[src/hdl/bb_dvs_pkg.sv]
// Purpose: shared constants and types for buck-boost voltage scaling select
// Assumes: 8-bit register port, 6-bit voltage codes
// Notes:   reset values are plain defaults
package bb_dvs_pkg;
	// ----------------------------------------------------------------
	// register offsets
	// ----------------------------------------------------------------
	localparam logic [7:0] OFS_PIN_PAIR_SELECT = 8'h46;
	localparam logic [7:0] OFS_ALT_VOLTAGE_0   = 8'h47;
	localparam logic [7:0] OFS_ALT_VOLTAGE_1   = 8'h48;
	localparam logic [7:0] OFS_ALT_VOLTAGE_2   = 8'h49;
	localparam logic [7:0] OFS_ALT_VOLTAGE_3   = 8'h4a;
	localparam logic [7:0] OFS_READBACK        = 8'h4b;
	// ----------------------------------------------------------------
	// fields and codes
	// ----------------------------------------------------------------
	localparam int         CFG_W            = 5;
	localparam int         CODE_W           = 6;
	localparam int         PIN_COUNT        = 8;
	localparam int         ALT_COUNT        = 4;
	localparam logic [4:0] CFG_DISABLED     = 5'h00;
	localparam logic [4:0] CFG_RESERVED     = 5'h1d;
	localparam logic [4:0] CFG_LAST_PAIR    = 5'h1c;
	localparam logic [5:0] CODE_MAX_VALID   = 6'h3c;
	localparam logic [5:0] CODE_MIN_SAFE    = 6'h02;
	localparam int         CODE_BASE_MV     = 2500;
	localparam int         CODE_STEP_MV     = 50;
	// ----------------------------------------------------------------
	// reset values
	// ----------------------------------------------------------------
	localparam logic [4:0] RST_PIN_PAIR     = 5'h00;
	localparam logic [5:0] RST_ALT_VOLTAGE  = 6'h00;
	localparam logic [5:0] RST_SELECTED     = 6'h00;
	localparam logic [7:0] RST_RDATA        = 8'h00;

	typedef struct packed {
		logic       wr;
		logic       rd;
		logic [7:0] addr;
		logic [7:0] wdata;
	} reg_req_t;

	typedef struct packed {
		logic       active;
		logic [5:0] code;
	} target_t;
endpackage

[src/hdl/bb_dvs_select.sv]
// Purpose: voltage scaling select register bank for the buck-boost output
// Assumes: register port decoded from the serial configuration port
// Notes:   target follows pins two clocks later
`timescale 1ns/1ps
`default_nettype none
module bb_dvs_select
	import bb_dvs_pkg::*;
(
	input  wire logic       SYS_CLK,
	input  wire logic       RESET_N,
	input  wire reg_req_t   REG_REQ,
	output logic      [7:0] REG_RDATA,
	input  wire logic [7:0] MULTI_PURPOSE_PIN,
	output target_t         TARGET
);
	// ----------------------------------------------------------------
	// reset release
	// ----------------------------------------------------------------
	// release is synchronised so every flop leaves reset on the same edge;
	// entry stays immediate so junk on the pins never reaches the target
	logic [1:0] rst_sync;
	logic [1:0] next_rst_sync;
	logic       rst_n;

	always_comb begin
		next_rst_sync = {rst_sync[0], 1'b1};
	end

	always_ff @(posedge SYS_CLK or negedge RESET_N) begin
		if (!RESET_N) begin
			rst_sync <= 2'b00;
		end else begin
			rst_sync <= next_rst_sync;
		end
	end
	assign rst_n = rst_sync[1];

	// ----------------------------------------------------------------
	// register storage
	// ----------------------------------------------------------------
	logic [4:0] scaling_pin_pair_select;
	logic [4:0] next_scaling_pin_pair_select;
	logic [5:0] alt_voltage_code [ALT_COUNT];
	logic [5:0] next_alt_voltage_code [ALT_COUNT];
	logic [7:0] next_rdata;

	function automatic logic [7:0] pad_code(input logic [5:0] c);
		return {2'b00, c};
	endfunction

	always_comb begin
		next_scaling_pin_pair_select = scaling_pin_pair_select;
		for (int i = 0; i < ALT_COUNT; i++) begin
			next_alt_voltage_code[i] = alt_voltage_code[i];
		end
		if (REG_REQ.wr) begin
			if (REG_REQ.addr == OFS_PIN_PAIR_SELECT) begin
				next_scaling_pin_pair_select = REG_REQ.wdata[4:0];
			end
			// codes stored as written; range is the writer's duty
			for (int i = 0; i < ALT_COUNT; i++) begin
				if (REG_REQ.addr == OFS_ALT_VOLTAGE_0 + 8'(i)) begin
					next_alt_voltage_code[i] = REG_REQ.wdata[5:0];
				end
			end
		end
	end

	always_comb begin
		next_rdata = REG_RDATA;
		if (REG_REQ.rd) begin
			unique case (REG_REQ.addr)
				OFS_PIN_PAIR_SELECT: next_rdata = {3'b000, scaling_pin_pair_select};
				OFS_ALT_VOLTAGE_0:   next_rdata = pad_code(alt_voltage_code[0]);
				OFS_ALT_VOLTAGE_1:   next_rdata = pad_code(alt_voltage_code[1]);
				OFS_ALT_VOLTAGE_2:   next_rdata = pad_code(alt_voltage_code[2]);
				OFS_ALT_VOLTAGE_3:   next_rdata = pad_code(alt_voltage_code[3]);
				OFS_READBACK:        next_rdata = pad_code(TARGET.code);
				default:             next_rdata = RST_RDATA;
			endcase
		end
	end

	always_ff @(posedge SYS_CLK or negedge rst_n) begin
		if (!rst_n) begin
			scaling_pin_pair_select <= RST_PIN_PAIR;
			for (int i = 0; i < ALT_COUNT; i++) begin
				alt_voltage_code[i] <= RST_ALT_VOLTAGE;
			end
			REG_RDATA <= RST_RDATA;
		end else begin
			scaling_pin_pair_select <= next_scaling_pin_pair_select;
			for (int i = 0; i < ALT_COUNT; i++) begin
				alt_voltage_code[i] <= next_alt_voltage_code[i];
			end
			REG_RDATA <= next_rdata;
		end
	end

	// ----------------------------------------------------------------
	// pin pair selection
	// ----------------------------------------------------------------
	logic [1:0] pair_state;
	logic       pair_valid;
	target_t    next_target;

	pin_pair_select u_pair (
		.clk        (SYS_CLK),
		.rst_n      (rst_n),
		.cfg        (scaling_pin_pair_select),
		.pins       (MULTI_PURPOSE_PIN),
		.pair_state (pair_state),
		.pair_valid (pair_valid)
	);

	always_comb begin
		// disabled shows code zero so the regulator keeps its normal setting
		next_target.active = pair_valid;
		next_target.code   = pair_valid ? alt_voltage_code[pair_state] : RST_SELECTED;
	end

	always_ff @(posedge SYS_CLK or negedge rst_n) begin
		if (!rst_n) begin
			TARGET <= '{active: 1'b0, code: RST_SELECTED};
		end else begin
			TARGET <= next_target;
		end
	end
endmodule
`default_nettype wire

[src/hdl/pin_pair_select.sv]
// Purpose: decode pin pair select code and register the pair state
// Assumes: pins synchronous to clk
// Notes:   first pin of the pair is the high bit of the state
`timescale 1ns/1ps
`default_nettype none
module pin_pair_select
	import bb_dvs_pkg::*;
(
	input  wire logic       clk,
	input  wire logic       rst_n,
	input  wire logic [4:0] cfg,
	input  wire logic [7:0] pins,
	output logic      [1:0] pair_state,
	output logic            pair_valid
);
	logic [1:0] next_pair_state;
	logic       next_pair_valid;

	// ----------------------------------------------------------------
	// code to pin pair, pairs counted in ascending order
	// ----------------------------------------------------------------
	function automatic logic [6:0] decode_pair(input logic [4:0] code);
		logic [6:0] res;
		logic [4:0] idx;
		res = 7'h00;
		idx = 5'h01;
		for (int a = 0; a < PIN_COUNT - 1; a++) begin
			for (int b = a + 1; b < PIN_COUNT; b++) begin
				if (idx == code) begin
					res = {1'b1, a[2:0], b[2:0]};
				end
				idx = idx + 5'h01;
			end
		end
		return res;
	endfunction

	always_comb begin
		logic [6:0] d;
		d = decode_pair(cfg);
		// reserved and unused codes fall through as no pair
		next_pair_valid = d[6] && (cfg != CFG_DISABLED) && (cfg != CFG_RESERVED);
		next_pair_state = next_pair_valid ? {pins[d[5:3]], pins[d[2:0]]} : 2'h0;
	end

	always_ff @(posedge clk or negedge rst_n) begin
		if (!rst_n) begin
			pair_state <= 2'h0;
			pair_valid <= 1'b0;
		end else begin
			pair_state <= next_pair_state;
			pair_valid <= next_pair_valid;
		end
	end
endmodule
`default_nettype wire

[config.mk]
export PLATFORM = sky130hd
export DESIGN_NAME = bb_dvs_select
export DESIGN_NICKNAME = d
export VERILOG_FILES = /design/src/hdl/bb_dvs_pkg.sv /design/src/hdl/bb_dvs_select.sv /design/src/hdl/pin_pair_select.sv
export SDC_FILE = /design/constraint.sdc
export NUM_CORES = 1
export LEC_CHECK = 0
export BUFFER_PORTS_ARGS = -buffer_cell sky130_fd_sc_hd__buf_2
export CAP_MARGIN = 20
export CORE_MARGIN = 3
export CORE_UTILIZATION = 57
export DETAILED_ROUTE_END_ITERATION = 8
export GPL_TIMING_DRIVEN = 0
export HOLD_SLACK_MARGIN = 0.12
export PLACE_DENSITY = 0.78
export SYNTH_ARGS = -nofsm -noshare
export SYNTH_HDL_FRONTEND = slang
export SYNTH_SLANG_ARGS = --single-unit
[constraint.sdc]
create_clock -name SYS_CLK -period 1.55 [get_ports SYS_CLK]
set_input_delay 0.0775 -clock SYS_CLK [delete_from_list [all_inputs] [get_ports SYS_CLK]]
set_output_delay 0.0775 -clock SYS_CLK [all_outputs]
set_load 0.1 [all_outputs]
==> summary.txt <==
Worst setup path
  – Worst setup SP type: register
  – FF-to-FF setup slack: -0.13 ns
  – Crit path kind: reg -> reg
  – Critical path required time: 1.73 ns
  – CP Capture Type: register
  – CP arrival: 1.86 ns
  – Worst-path maximum fanout: 10

Clock tree
  – CTS buffer count: 5
  – CTS Buffer Depth: 2
  – Clock latency on the worst-skew pair: 0.30 ns
  – Clock Pin Slew Worst Setup and Hold Paths: 0.08 ns
  – Maximum level of the CTS H-tree: 2
  – Root Buffer: clkbuf_8
  – Clock Sinks: 47
  – CTS tree: yes

Timing
  – FMAX: 597 MHz
  – Final Cycle Share: 108%
  – RSZ-0062 raised after global routing: yes
  – Max Slew Vio Count: 0
  – Fin crit period: 1.68 ns
  – Worst Clk Skew: 0.00816 ns
  – Final count of hold timing violations: 0
  – Final WS setup: -0.126 ns
  – Setup TNS Final: -0.199 ns
  – Setup violations, final: 2

Global route
  – First-pass GRT wire length: 10200 um
  – Overall global routing resource usage: 24.3%
  – Vias in the first global route: 2072
  – Pin count of the biggest net entering global routing: 43
  – Overflow after GRT: 0
  – Initial antenna violation count: 0

Power
  – Leak: 0.00156 uW
  – VDD IR-drop max: 0.000496 V
  – PwrDens: 791 nW/um^2
  – Final Power: 2620 uW

Logic synthesis
  – Average size of a mapped cell: 11.8 um^2
  – Synth area leaders: dfrtp_1 (43%), mux2_2 (14%), mux4_2 (6.6%)
  – Most instantiated cells after synthesis: dfrtp_1 (47), mux2_2 (33), nor2_1 (15)
  – Yosys warnings: 0
  – Top-count cell post-synth: dfrtp_1
  – Number of synthesized flops with an enable pin: 0
  – Area leader, netlist: dfrtp_1
  – Yosys top cell area share: 43.0%
  – Synth Instances: 232
  – Post-synthesis sequential area ratio: 43.0%
  – Main flop type after synthesis: dfrtp_1
  – Post-synth ARST share: 100%
  – Count of cell types in the netlist: 55
  – Synth Register Bits: 47
  – Post-Syn Area: 2740 um^2

Status
  – Run status: complete, but fails checks
  – Failing checks: negative setup slack

Die
  – I/O pin cnt: 43
  – FP Rows: 24
  – Placeable core region: 4500 um^2
  – Die footprint: 5670 um^2
  – Die Height: 75.3 um
  – Initial core utilization: 60.7%
  – Chip Width: 75.3 um

Layout
  – Diode count: 0
  – Synth-to-Final Area Change: 21.3%
  – Nets: 324
  – Layout cells sized above 1: 45.8%
  – # fillers: 318

Run
  – Max-cap violation count: 0

Routing
  – DR vias: 2158
  – Drt drc: 0
  – Routed WL: 6420 um
  – DRT antenna net count: 0
  – First-pass DRT Iterations: 5
  – Via/cell ratio: 6.18
  – Starting DRT DRC Count: 156
  – Wire per inst: 18.4 um

Worst hold path
  – Hold crit path type: in -> reg

Placed design
  – GPL Wtd Cong: 0.919
  – # port buffers: 37
  – Post-DP HPWL: 4630 um
==> layer usage <==
layer	wire (um)	part of all wire (%)	up-vias	track usage, %
met5	0	0	-	0
met3	374	5.8	9	4.27
met1	2790	43	1056	32.8
li1	-	-	1007	-
met2	3180	50	86	40.9
met4	74	1.2	0	6.21
==> area by class of cell <==
type                            count  area [um^2]  share of cell area [%]
Tap cell                           52         65.1                    1.96
Clock buffer                        6         72.6                    2.19
Clock inverter                      2         13.8                   0.415
Sequential cell                    47         1190                    35.8
Multi-Input combinational cell    166         1440                    43.5
Buffer                             16          148                    4.45
Timing Repair Buffer               57          375                    11.3
Inverter                            3         11.3                   0.339
==> per-stage QoR <==
stage,worst slack (ns),util [%],cell area (um^2),cells,hold WS (ns)
global placement,-0.458,66.5,3000,322,-0.136
global route,-0.159,73.6,3320,349,0.176
detailed placement,-0.169,67.0,3020,323,-0.134
floorplan,-0.0819,-,2750,233,-0.218
finish,-0.126,73.6,3320,349,0.153
CTS,-0.121,72.8,3280,347,0.144
==> registers in the layout (all words and copies together) (netlist names) <==
| signal | flops |
|---|---|
| REG_RDATA | 6 |
| u_pair.pair_valid | 1 |
| u_pair.pair_state | 2 |
| alt_voltage_code | 24 |
| rst_sync | 2 |
| scaling_pin_pair_select | 5 |
| TARGET | 7 |
==> kinds of logic (layout without fill, tap and decap cells) <==
kind of cell             count (synthesis)  count (layout)  share of synthesized area, %
other                                    2               3                         0.275
buffers and inverters                   20              84                          5.54
adder cells (fa/ha/maj)                  1               1                         0.366
AND/OR/NAND/NOR                         65              65                          14.0
flip-flops                              47              47                          43.0
multiplexers                            48              48                          22.7
XOR/XNOR                                 1               1                         0.320
AO/OA/AOI/OAI                           48              48                          13.8
==> report_power, final <==
part           switching, uW  internal (uW)
Clock                    409            319
Combinational            309            239
Sequential              60.9           1290
==> layout by cell type (no fill, tap or decap), types with 8 or more instances in the layout <==
cell / instances
a21oi_1: 8
buf_2: 41
buf_4: 11
buf_6: 8
dfrtp_1: 37
dfrtp_2: 10
dlygate4sd3_1: 11
mux2_2: 33
mux4_2: 8
nand2_1: 10
nor2_1: 13
==> path summary, 6_finish.rpt <==
kind	start	cells past startpoint	endpoint
setup / recovery	scaling_pin_pair_select[4]	6	u_pair.pair_state[0]
hold / removal	MULTI_PURPOSE_PIN[6]	3	u_pair.pair_state[1]
setup reg to reg	scaling_pin_pair_select[4]	6	u_pair.pair_state[0]
hold reg to reg	rst_sync[1]	1	alt_voltage_code[1]
max in group asynchronous	rst_sync[1]	1	TARGET[4]
min in group asynchronous	rst_sync[1]	1	alt_voltage_code[1]
==> worst max-delay path, stage by stage, from the launching register on <==
cell	delay, ns
dfrtp_1	0.38
buf_6	0.15
o2111a_1	0.24
a41o_2	0.22
a31oi_1	0.16
a32oi_1	0.08
nor4_1	0.34
==> timing repair <==
item / in CTS / in global routing
pin swaps: 7 / 6
buffers inserted: 6 / 2
endpoints found under the setup margin: 2 / 2
endpoints found under the hold margin: 37 / 0
hold buffers: 11 / 0
gates resized for setup: 8 / 7
No activity file was read; power rests on OpenSTA's default activity.
